$ cat src/rtl/ufn_pkg.sv
// constants for the frame numbering and periodic threshold block
`default_nettype none
package ufn_pkg;
	// register byte offsets
	localparam logic [7:0] FRAME_NUMBER_COUNT_OFS       = 8'h3C;
	localparam logic [7:0] PERIODIC_START_THRESHOLD_OFS = 8'h40;
	localparam logic [7:0] INT_STATUS_OFS               = 8'h48;
	localparam logic [7:0] INT_MASK_OFS                 = 8'h4C;
	localparam logic [7:0] CONTROL_OFS                  = 8'h50;
	// field layout
	localparam int FRAME_COUNT_W     = 16;
	localparam int THRESHOLD_W       = 14;
	localparam int INTERVAL_W        = 14;
	localparam int INT_W             = 2;
	localparam int INT_SOF_BIT       = 0;
	localparam int INT_PERIODIC_BIT  = 1;
	localparam int CTRL_OPER_BIT     = 0;
	// reset values
	localparam logic [15:0] FRAME_COUNT_RST  = 16'h0000;
	localparam logic [13:0] THRESHOLD_RST    = 14'h0000;
	localparam logic [13:0] INTERVAL_NOMINAL = 14'h2EDF;
	// timing: 12 Mbit/s bit time against the 200 MHz clock
	localparam int SYS_CLK_KHZ       = 200000;
	localparam int BIT_RATE_KHZ      = 12000;
	localparam int BIT_TICK_CYCLES   = SYS_CLK_KHZ / BIT_RATE_KHZ;
	// frame-start sequencing states
	typedef enum logic [1:0] {
		UFN_IDLE  = 2'b00,
		UFN_SOF   = 2'b01,
		UFN_HCCA  = 2'b10,
		UFN_FLAG  = 2'b11
	} ufn_state_t;
endpackage
`default_nettype wire

$ cat src/rtl/ufn_frame_numbering.sv
// frame counter, frame timer, periodic-priority threshold and register port
`default_nettype none
// Behaviour
// - sixteen-bit read-only frame counter in low half, upper half reads zero
// - frame counter increments whenever the frame timer reloads the interval while operational
// - frame counter rolls from FFFF to zero
// - entering operational state increments frame counter once
// - frame count written to HCCA after increment and SOF, before first descriptor
// - start-of-frame status set after HCCA write completes
// - fourteen-bit software-writable periodic threshold in low bits
// - reset clears the periodic threshold to zero
// - at threshold, periodic lists take priority for rest of frame
// - current control or bulk transaction completes before interrupt list walk
// - frame timer counts down per bit time, reloads at next tick after zero
// - frame interval has nominal reset value 11999
module ufn_frame_numbering #(
	parameter int                 BIT_DIV  = ufn_pkg::BIT_TICK_CYCLES,
	parameter logic [13:0]        INTERVAL = ufn_pkg::INTERVAL_NOMINAL
) (
	input  wire logic             sys_clk,
	input  wire logic             nrst,
	input  wire logic [7:0]       reg_addr,
	input  wire logic [31:0]      reg_wdata,
	input  wire logic             reg_wr,
	input  wire logic             reg_rd,
	output logic      [31:0]      reg_rdata,
	output logic                  irq,
	output logic                  sof_send,
	input  wire logic             sof_done,
	output logic                  hcca_wr,
	output logic      [15:0]      hcca_frame,
	input  wire logic             hcca_ack,
	output logic                  ed_fetch_ok,
	input  wire logic             async_busy,
	output logic                  periodic_priority,
	output logic                  periodic_go,
	output logic      [13:0]      frame_remaining
);
	// ==========================================================
	// bit-time tick divider
	logic [7:0] div_cnt;
	logic       bit_tick;
	assign bit_tick = (div_cnt == 8'(BIT_DIV - 1));
	always_ff @(posedge sys_clk) begin
		if (!nrst || bit_tick) begin
			div_cnt <= 8'h00;
		end else begin
			div_cnt <= div_cnt + 8'h01;
		end
	end

	// ==========================================================
	// register decode
	logic                                  wr_ctrl;
	logic                                  wr_thr;
	logic                                  wr_mask;
	logic                                  wr_stat;
	logic                                  oper;
	logic                                  oper_q;
	logic                                  oper_enter;
	logic [ufn_pkg::THRESHOLD_W-1:0]       periodic_threshold_field;
	logic [ufn_pkg::FRAME_COUNT_W-1:0]     frame_count_field;
	logic [ufn_pkg::INT_W-1:0]             int_status;
	logic [ufn_pkg::INT_W-1:0]             int_mask;
	logic [ufn_pkg::INT_W-1:0]             int_set;
	assign wr_ctrl = reg_wr && (reg_addr == ufn_pkg::CONTROL_OFS);
	assign wr_thr  = reg_wr && (reg_addr == ufn_pkg::PERIODIC_START_THRESHOLD_OFS);
	assign wr_mask = reg_wr && (reg_addr == ufn_pkg::INT_MASK_OFS);
	assign wr_stat = reg_wr && (reg_addr == ufn_pkg::INT_STATUS_OFS);

	always_ff @(posedge sys_clk) begin
		if (!nrst) begin
			oper <= 1'b0;
		end else if (wr_ctrl) begin
			oper <= reg_wdata[ufn_pkg::CTRL_OPER_BIT];
		end
	end

	always_ff @(posedge sys_clk) begin
		if (!nrst) begin
			oper_q <= 1'b0;
		end else begin
			oper_q <= oper;
		end
	end
	assign oper_enter = oper && !oper_q;

	always_ff @(posedge sys_clk) begin
		if (!nrst) begin
			periodic_threshold_field <= ufn_pkg::THRESHOLD_RST;
		end else if (wr_thr) begin
			periodic_threshold_field <= reg_wdata[ufn_pkg::THRESHOLD_W-1:0];
		end
	end

	always_ff @(posedge sys_clk) begin
		if (!nrst) begin
			int_mask <= '0;
		end else if (wr_mask) begin
			int_mask <= reg_wdata[ufn_pkg::INT_W-1:0];
		end
	end

	// set wins over write-one-to-clear
	always_ff @(posedge sys_clk) begin
		if (!nrst) begin
			int_status <= '0;
		end else begin
			int_status <= (int_status & ~(wr_stat ? reg_wdata[ufn_pkg::INT_W-1:0] : '0))
				| int_set;
		end
	end
	assign irq = |(int_status & int_mask);

	always_ff @(posedge sys_clk) begin
		if (!nrst) begin
			reg_rdata <= 32'h0000_0000;
		end else if (reg_rd) begin
			case (reg_addr)
				ufn_pkg::FRAME_NUMBER_COUNT_OFS:       reg_rdata <= {16'h0000, frame_count_field};
				ufn_pkg::PERIODIC_START_THRESHOLD_OFS: reg_rdata <= {18'h00000, periodic_threshold_field};
				ufn_pkg::INT_STATUS_OFS:               reg_rdata <= {30'h0, int_status};
				ufn_pkg::INT_MASK_OFS:                 reg_rdata <= {30'h0, int_mask};
				ufn_pkg::CONTROL_OFS:                  reg_rdata <= {31'h0, oper};
				default:                               reg_rdata <= 32'h0000_0000;
			endcase
		end else begin
			reg_rdata <= 32'h0000_0000;
		end
	end

	// ==========================================================
	// frame timer
	logic frame_boundary;
	assign frame_boundary = oper && bit_tick && (frame_remaining == 14'h0000);
	always_ff @(posedge sys_clk) begin
		if (!nrst) begin
			frame_remaining <= 14'h0000;
		end else if (!oper || oper_enter) begin
			frame_remaining <= INTERVAL;
		end else if (bit_tick) begin
			frame_remaining <= (frame_remaining == 14'h0000) ? INTERVAL : frame_remaining - 14'h0001;
		end
	end

	// ==========================================================
	// frame counter
	logic frame_step;
	assign frame_step = frame_boundary || oper_enter;
	always_ff @(posedge sys_clk) begin
		if (!nrst) begin
			frame_count_field <= ufn_pkg::FRAME_COUNT_RST;
		end else if (frame_step) begin
			frame_count_field <= frame_count_field + 16'h0001;
		end
	end

	// ==========================================================
	// frame-start sequence: SOF, HCCA write, flag
	ufn_pkg::ufn_state_t state;
	ufn_pkg::ufn_state_t next_state;
	always_comb begin
		next_state = state;
		case (state)
			ufn_pkg::UFN_IDLE: if (frame_step) next_state = ufn_pkg::UFN_SOF;
			ufn_pkg::UFN_SOF:  if (sof_done) next_state = ufn_pkg::UFN_HCCA;
			ufn_pkg::UFN_HCCA: if (hcca_ack) next_state = ufn_pkg::UFN_FLAG;
			ufn_pkg::UFN_FLAG: next_state = ufn_pkg::UFN_IDLE;
			default:           next_state = ufn_pkg::UFN_IDLE;
		endcase
		if (!oper) begin
			next_state = ufn_pkg::UFN_IDLE;
		end
	end
	always_ff @(posedge sys_clk) begin
		if (!nrst) begin
			state <= ufn_pkg::UFN_IDLE;
		end else begin
			state <= next_state;
		end
	end
	assign sof_send    = (state == ufn_pkg::UFN_SOF);
	assign hcca_wr     = (state == ufn_pkg::UFN_HCCA);
	assign ed_fetch_ok = oper && !frame_step && (state == ufn_pkg::UFN_IDLE);
	always_ff @(posedge sys_clk) begin
		if (!nrst) begin
			hcca_frame <= 16'h0000;
		end else if (state == ufn_pkg::UFN_SOF && sof_done) begin
			hcca_frame <= frame_count_field;
		end
	end

	// ==========================================================
	// periodic priority latch
	logic prio_hit;
	assign prio_hit = oper && bit_tick && !frame_boundary
		&& (frame_remaining == periodic_threshold_field);
	always_ff @(posedge sys_clk) begin
		if (!nrst) begin
			periodic_priority <= 1'b0;
		end else if (frame_boundary || !oper) begin
			periodic_priority <= 1'b0;
		end else if (prio_hit) begin
			periodic_priority <= 1'b1;
		end
	end
	assign periodic_go = periodic_priority && !async_busy;

	assign int_set[ufn_pkg::INT_SOF_BIT]      = (state == ufn_pkg::UFN_FLAG);
	assign int_set[ufn_pkg::INT_PERIODIC_BIT] = prio_hit;

	// bit ticks since the last frame start, for the frame length check
	logic [14:0] tick_seen;
	always_ff @(posedge sys_clk) begin
		if (!nrst || !oper || frame_step) begin
			tick_seen <= 15'h0000;
		end else if (bit_tick) begin
			tick_seen <= tick_seen + 15'h0001;
		end
	end
endmodule
`default_nettype wire

$ cat config.mk
export PLATFORM = sky130hd
export DESIGN_NAME = ufn_frame_numbering
export DESIGN_NICKNAME = d
export VERILOG_FILES = /design/src/rtl/ufn_pkg.sv /design/src/rtl/ufn_frame_numbering.sv
export SDC_FILE = /design/constraint.sdc
export NUM_CORES = 1
export LEC_CHECK = 0
export ABC_AREA = 1
export BUFFER_PORTS_ARGS = -buffer_cell sky130_fd_sc_hd__buf_4
export CORE_MARGIN = 10
export CORE_UTILIZATION = 58
export DETAILED_ROUTE_END_ITERATION = 10
export PLACE_DENSITY = 0.86
export SYNTH_ARGS = -nofsm -noshare
export SYNTH_HDL_FRONTEND = slang
export SYNTH_SLANG_ARGS = --single-unit
$ cat constraint.sdc
create_clock -name sys_clk -period 4.6 [get_ports sys_clk]
set_input_delay 0.92 -clock sys_clk [delete_from_list [all_inputs] [get_ports sys_clk]]
set_output_delay 0.92 -clock sys_clk [all_outputs]
set_load 0.02 [all_outputs]
==> results of run 1 <==
==> Yosys cell counts, types with 9 or more instances <==
cell	instances
buf_4	20
nor2_1	76
a21oi_1	56
dfxtp_1	93
o21ai_0	40
ha_1	9
nand2_1	104
nor3_1	12
xor2_1	14
nand4_1	16
nand3_1	44
inv_1	83
==> report_power, final <==
group	internal, uW	switching (uW)	total [uW]	leakage [uW]
logic	38.6	68.7	107	0.00144
registers	812	10.7	823	0.000754
clock network	260	319	579	0.000103
==> per-stage QoR <==
step / instance area, um^2 / hold slack (ns) / util
after floorplan: 4740 / 0.418 / -
after global placement: 5240 / 0.427 / 0.671
after detailed placement: 5240 / 0.452 / 0.671
after CTS: 5440 / 0.466 / 0.697
after global routing: 5440 / 0.485 / 0.697
final: 5440 / 0.456 / 0.697
==> area by class of cell <==
type                            instances  area (um^2)
Tap cell                              102          128
Clock buffer                            9          124
Clock inverter                          7         80.1
Multi-Input combinational cell        444         2320
Fill cell                             644         2360
Inverter                               88          330
Sequential cell                        93         1860
Timing Repair Buffer                   80          601
==> logic make-up after synthesis <==
logic type | Yosys count | synth area share
and+or+nand+nor | 276 | 0.275
DFF | 93 | 0.398
other | 1 | 0.000801
adders and majority gates | 9 | 0.0241
AOI/OAI and AO/OA | 123 | 0.146
xor gates and xnor gates | 20 | 0.0374
buffers and inverters | 122 | 0.119
==> state kept, by name (all words and copies together) (netlist names) <==
| name | cells |
|---|---|
| div_cnt | 8 |
| frame_count_field | 16 |
| frame_remaining | 14 |
| hcca_frame | 16 |
| int_mask | 2 |
| int_status | 2 |
| oper | 1 |
| oper_q | 1 |
| periodic_priority | 1 |
| periodic_threshold_field | 14 |
| reg_rdata | 16 |
| state | 2 |
==> layer usage <==
layer  routed length, um  vias up  global-route usage
met5                   0        -                   0
met4                 343        0              0.0985
met3                1280       28              0.0380
met2                5880      219               0.338
met1                5300     2038               0.260
li1                    -     2194                   -
==> path summary, 6_finish.rpt <==
path / to / startpoint / slack [ns]
worst max register to register: frame_count_field[0] / frame_remaining[0] / 2.40
worst min register to register: div_cnt[0] / div_cnt[0] / 0.46
worst max-delay path: ed_fetch_ok / frame_remaining[0] / 1.48
worst min-delay path: div_cnt[0] / div_cnt[0] / 0.46
==> reports/results.tsv, run 1 <==
stage	metric	value	unit
global_routing	Overflow after GRT	0	
floorplan	Boundary Pins	115	
global_routing	first-pass GRT wire length	20.2	mm
global_routing	Tot GR Track Use	0.208	
placement	IO buf count	80	
sta	final setup violating endpoints	0	
placement	GPL Wtd Cong	0.943	
placement	Setup WS pre-CTS	1.91	ns
drt	antenna-violating nets left	0	
final_layout	P&R area growth vs syn	16.2	%
clock_network	H-Tree Depth	3	
floorplan	Core Footprint	0.00781	mm^2
final_layout	Post-Layout Cell Count	823	
worst_setup_path	CP Data Arrival Time	2.20	ns
drt	initial DRC count	371	
clock_network	Worst-path clk slew	0.10	ns
worst_setup_path	kind of critical path	reg2out	
sta	Worst slew margin	0.413	
pwr	Pwr Total	1510	uW
sta	pins over their slew limit	0	
clock_network	clock sinks	93	
worst_setup_path	Crit-path slowest cell	dfxtp_1	
sta	unrepaired setup endpoints after global routing	false	
global_routing	vias in the first global route	4185	
synthesis	Netlist cell types	36	
drt	routed len/inst	15.6	um
worst_setup_path	family with the most delay on the worst path	simple AND/OR/NAND/NOR gates	
sta	final setup skew	0.0138	ns
drt	final wirelength	12.8	mm
worst_setup_path	CP Launch Type	register	
floorplan	# rows	32	
synthesis	Yosys top cell area share	0.398	
worst_setup_path	Max stage delay on crit path	0.41	ns
synthesis	cells after synthesis	644	
pwr	static leakage	0.00230	uW
global_routing	largest net degree at the start of global routing	52	
placement	HPWL after DPL	9.78	mm
synthesis	register area share after synthesis	0.398	
clock_network	CTS buffer count	9	
sta	Final Hold Viols	0	
sta	Tmin final	3.12	ns
sta	worst setup margin	1.48	ns
clock_network	maximum clock path buffer count	2	
synthesis	Synth Register Bits	93	
drt	via count	4479	
floorplan	DIE WIDTH	110	um
floorplan	DIE AREA	0.0121	mm^2
synthesis	Mapped Area	0.00468	mm^2
sta	Final Cycle Share	0.679	
min_path	HP Class	reg2reg	
run	Max Cap Viol	0	
worst_setup_path	Worst path depth	10	
clock_network	Setup Buffers After CTS	0	
worst_setup_path	Max Fanout on Critical Path	11	
sta	worst slew pin tran	0.879	ns
final_layout	layout cell share with drive strength beyond 1	0.189	
clock_network	Post-CTS Resized	0	
worst_setup_path	CP dominant cell by count	nor2_1	
status	outcome	completed	
worst_setup_path	count of buffer and inverter cells on the critical path	3	
synthesis	share of flip-flops with an asynchronous set or reset	0	
drt	Via-to-Cell Ratio	5.44	
synthesis	average cell area after synthesis	7.27	um^2
drt	# DRC	0	
synthesis	Synthesis Warnings	0	
drt	First-pass DRT Iterations	6	
synthesis	Post-synth top flop	dfxtp_1	
worst_setup_path	Req. time, crit path	3.68	ns
clock_network	Clk Latency, worst-skew pair	0.38	ns
synthesis	EDFF count, synth	0	
floorplan	initial core utilization	0.600	
clock_network	Hold-fix buffers, CTS	0	
sta	fmax	0.320	GHz
clock_network	CTS Root Cell	clkbuf_8	
final_layout	ant diodes	0	
worst_setup_path	crit-path cells	inv_1 -> ha_1 -> inv_1 -> nor2_1 -> nand2_1 -> nor2_1 -> nand2_1 -> nand3_4 -> nor2_1 -> buf_4	
clock_network	CTS tree	done	
pwr	Max IR drop VDD	0.000155	V
global_routing	antenna violations before repair	0	
worst_setup_path	CP endpoint kind	output port	
sta	setup_tns	0	ns
final_layout	most common cell after layout, fill and taps aside	nand2_1	
pwr	power per cell area	277	mW/mm^2
min_path	hold depth	1	
floorplan	Die H	110	um
final_layout	commonest cells after routing, fill and taps aside	nand2_1 (104), dfxtp_1 (93), inv_1 (83), buf_4 (80), nor2_1 (76)	
worst_setup_path	r2r worst-path depth	10	
synthesis	Synth area leader	dfxtp_1	
placement	placed cell count	807	
synthesis	ranking of synthesized cells by area	dfxtp_1 (40%), nand2_1 (8.3%), inv_1 (6.7%), nor2_1 (6.1%), a21oi_1 (6.0%)	
final_layout	final-stage net count	772	
No activity file was read; power rests on OpenSTA's default activity.
==> inputs of run 2 (changes only) <==
Settings changed: CORE_UTILIZATION 58 to 54, PLACE_DENSITY 0.86 to 0.81.
Clock period 4.6 ns to 3.1 ns, I/O delays scaled along.
==> reports/results.tsv, run 2 (synthesis gave the netlist of run 1 again) <==
stage	metric	value	unit	change
final_layout	commonest cells after routing, fill and taps aside	nand2_1 (104), dfxtp_1 (93), inv_1 (83), buf_4 (82), nor2_1 (76)		
sta	Worst slew margin	0.469		+0.0560
sta	worst slew pin tran	0.795	ns	-0.0839 ns
clock_network	Hold-fix buffers, CTS	0		unchanged
worst_setup_path	kind of critical path	reg2out		
worst_setup_path	Worst R2R Start	div_cnt[0]		
drt	# DRC	0		unchanged
sta	final setup skew	0.00784	ns	-0.00596 ns
worst_setup_path	reg2reg end	frame_count_field[10]		
drt	DR WL met3	1.10	mm	-14%
final_layout	Filler cells	727		+13%
global_routing	first-pass GRT wire length	20.3	mm	+0.54%
final_layout	P&R area growth vs syn	16.0	%	
final_layout	Post-Layout Cell Count	828		+0.61%
sta	Final Hold Viols	0		unchanged
run	Max Cap Viol	0		unchanged
floorplan	Boundary Pins	115		unchanged
status	outcome	completed		
final_layout	layout cell share with drive strength beyond 1	0.191		+0.00224
drt	First-pass DRT Iterations	5		-1
pwr	static leakage	0.00229	uW	-0.35%
worst_setup_path	Req. time, crit path	2.48	ns	-1.20 ns
sta	setup_tns	0	ns	unchanged
pwr	clock share of power	0.345		-0.039
sta	unrepaired setup endpoints after global routing	false		
pwr	logic gate share of total power	0.076		+0.005
clock_network	clock sinks	93		unchanged
floorplan	# rows	33		+3.1%
global_routing	Tot GR Track Use	0.190		-0.0179
final_layout	final-stage net count	774		+0.26%
sta	Final Cycle Share	0.797		
drt	initial DRC count	313		-16%
clock_network	CTS Root Cell	clkbuf_8		
pwr	sequential power share	0.579		+0.034
drt	Met1 Wirelength	5.48	mm	+3.5%
sta	Tmin final	2.47	ns	
clock_network	CTS buffer count	9		unchanged
clock_network	Post-CTS Resized	0		unchanged
floorplan	Core Footprint	0.00834	mm^2	+6.8%
final_layout	FF/Latch Area	0.00186	mm^2	unchanged
worst_setup_path	count of buffer and inverter cells on the critical path	3		unchanged
global_routing	vias in the first global route	4143		-1.0%
final_layout	multi-input logic area	0.00232	mm^2	unchanged
worst_setup_path	Max stage delay on crit path	0.41	ns	about the same
pwr	switching power of the nets	552	uW	+39%
floorplan	Die H	113	um	+3.0%
sta	fmax	0.405	GHz	
worst_setup_path	CP endpoint kind	output port		
worst_setup_path	register-to-register setup slack	0.98	ns	-1.42 ns
drt	routed len/inst	15.3	um	-1.8%
sta	pins over their slew limit	0		unchanged
clock_network	Setup Buffers After CTS	0		unchanged
global_routing	antenna violations before repair	0		unchanged
clock_network	maximum clock path buffer count	2		unchanged
floorplan	DIE WIDTH	113	um	+3.0%
clock_network	Clk Latency, worst-skew pair	0.36	ns	-0.02 ns
worst_setup_path	CP Data Arrival Time	1.85	ns	-0.35 ns
min_path	Hold Path End	div_cnt[0]		
global_routing	Overflow after GRT	0		unchanged
worst_setup_path	CP Launch Type	register		
worst_setup_path	CP dominant cell by count	nor2_1		
floorplan	DIE AREA	0.0128	mm^2	+6.0%
worst_setup_path	Max Fanout on Critical Path	5		-6
floorplan	initial core utilization	0.561		-0.0383
final_layout	most common cell after layout, fill and taps aside	nand2_1		
drt	via count	4412		-1.5%
worst_setup_path	family with the most delay on the worst path	simple AND/OR/NAND/NOR gates		
placement	placed cell count	812		+0.62%
sta	final setup violating endpoints	0		unchanged
min_path	HP Class	reg2reg		
drt	antenna-violating nets left	0		unchanged
pwr	switching share of power	0.262		-0.00218
final_layout	ant diodes	0		unchanged
clock_network	H-Tree Depth	3		unchanged
placement	GPL Wtd Cong	0.924		-2.0%
placement	IO buf count	80		unchanged
clock_network	Worst-path clk slew	0.09	ns	about the same
drt	metal2 WL	5.75	mm	-2.3%
min_path	hold depth	1		unchanged
drt	final wirelength	12.6	mm	-1.3%
clock_network	CTS tree	done		
global_routing	largest net degree at the start of global routing	37		-29%
final_layout	Top Registers	frame_count_field (16), hcca_frame (16), reg_rdata (16)		
worst_setup_path	Crit-path slowest cell	dfxtp_1		
worst_setup_path	crit-path cells	inv_1 -> ha_1 -> inv_1 -> nor2_1 -> nand2_1 -> nor2_1 -> nand2_1 -> nand3_4 -> nor2_1 -> buf_4		
pwr	Max IR drop VDD	0.000231	V	+49%
drt	top routing layer in use	met4		
pwr	Int Power	1560	uW	+40%
placement	HPWL after DPL	9.71	mm	-0.72%
min_path	min-delay src	div_cnt[0]		
pwr	power per cell area	388	mW/mm^2	+40%
worst_setup_path	r2r worst-path depth	10		unchanged
drt	Via-to-Cell Ratio	5.33		-2.1%
## run 2: changes by cell type in the layout (fill, tap and decap cells not counted), sizes merged
| cell | change |
|---|---|
| inv | -3 |
| clkinv | +3 |
| buf | +2 |
| clkinvlp | +1 |
| bufinv | -1 |
## run 2: area by class of cell
| class | count | share of cell area |
|---|---|---|
| Inverter | 88 | 0.0608 |
| Sequential cell | 93 | 0.343 |
| Clock inverter | 7 | 0.00944 |
| Tap cell | 105 | 0.0242 |
| Multi-Input combinational cell | 444 | 0.427 |
| Clock buffer | 9 | 0.0228 |
| Timing Repair Buffer | 82 | 0.113 |
## run 2: metrics by stage
| stage | instance area, um^2 | setup slack [ns] | hold WS [ns] | power, uW | utilization |
|---|---|---|---|---|---|
| 6_report | 5430 | 0.629 | 0.472 | 2110 | 0.651 |
| 4_1_cts | 5430 | 0.610 | 0.471 | 2120 | 0.651 |
| 3_5_place_dp | 5260 | 0.913 | 0.456 | 1410 | 0.630 |
| 2_1_floorplan | 4740 | 0.861 | 0.418 | 1350 | - |
| 5_1_grt | 5430 | 0.433 | 0.491 | 2190 | 0.651 |
| 3_3_place_gp | 5260 | 0.978 | 0.427 | 1400 | 0.630 |
## run 2: power groups by stage
stage,registers (uW),logic [uW],clock network [uW]
2_1_floorplan,1250,101,0
3_3_place_gp,1250,153,0
3_5_place_dp,1250,157,0
4_1_cts,1220,158,738
5_1_grt,1220,176,786
6_report,1220,160,729
## run 2: layer usage
layer | vias to the layer above | GRT usage
li1 | 2193 | -
met1 | 1991 | 0.250
met2 | 201 | 0.295
met3 | 27 | 0.0454
met4 | 0 | 0.0728
met5 | - | 0
## run 2: worst max-delay path by stage
stage | from | endpoint | slack [ns] | cells past startpoint
2_1_floorplan | frame_remaining[0] | ed_fetch_ok | 0.86 | 10
3_3_place_gp | reg_addr[0] | reg_rdata[3] | 0.98 | 8
3_5_place_dp | reg_addr[0] | reg_rdata[13] | 0.91 | 8
4_1_cts | frame_remaining[0] | ed_fetch_ok | 0.61 | 10
5_1_grt | frame_remaining[0] | ed_fetch_ok | 0.43 | 10
6_report | frame_remaining[0] | ed_fetch_ok | 0.63 | 10
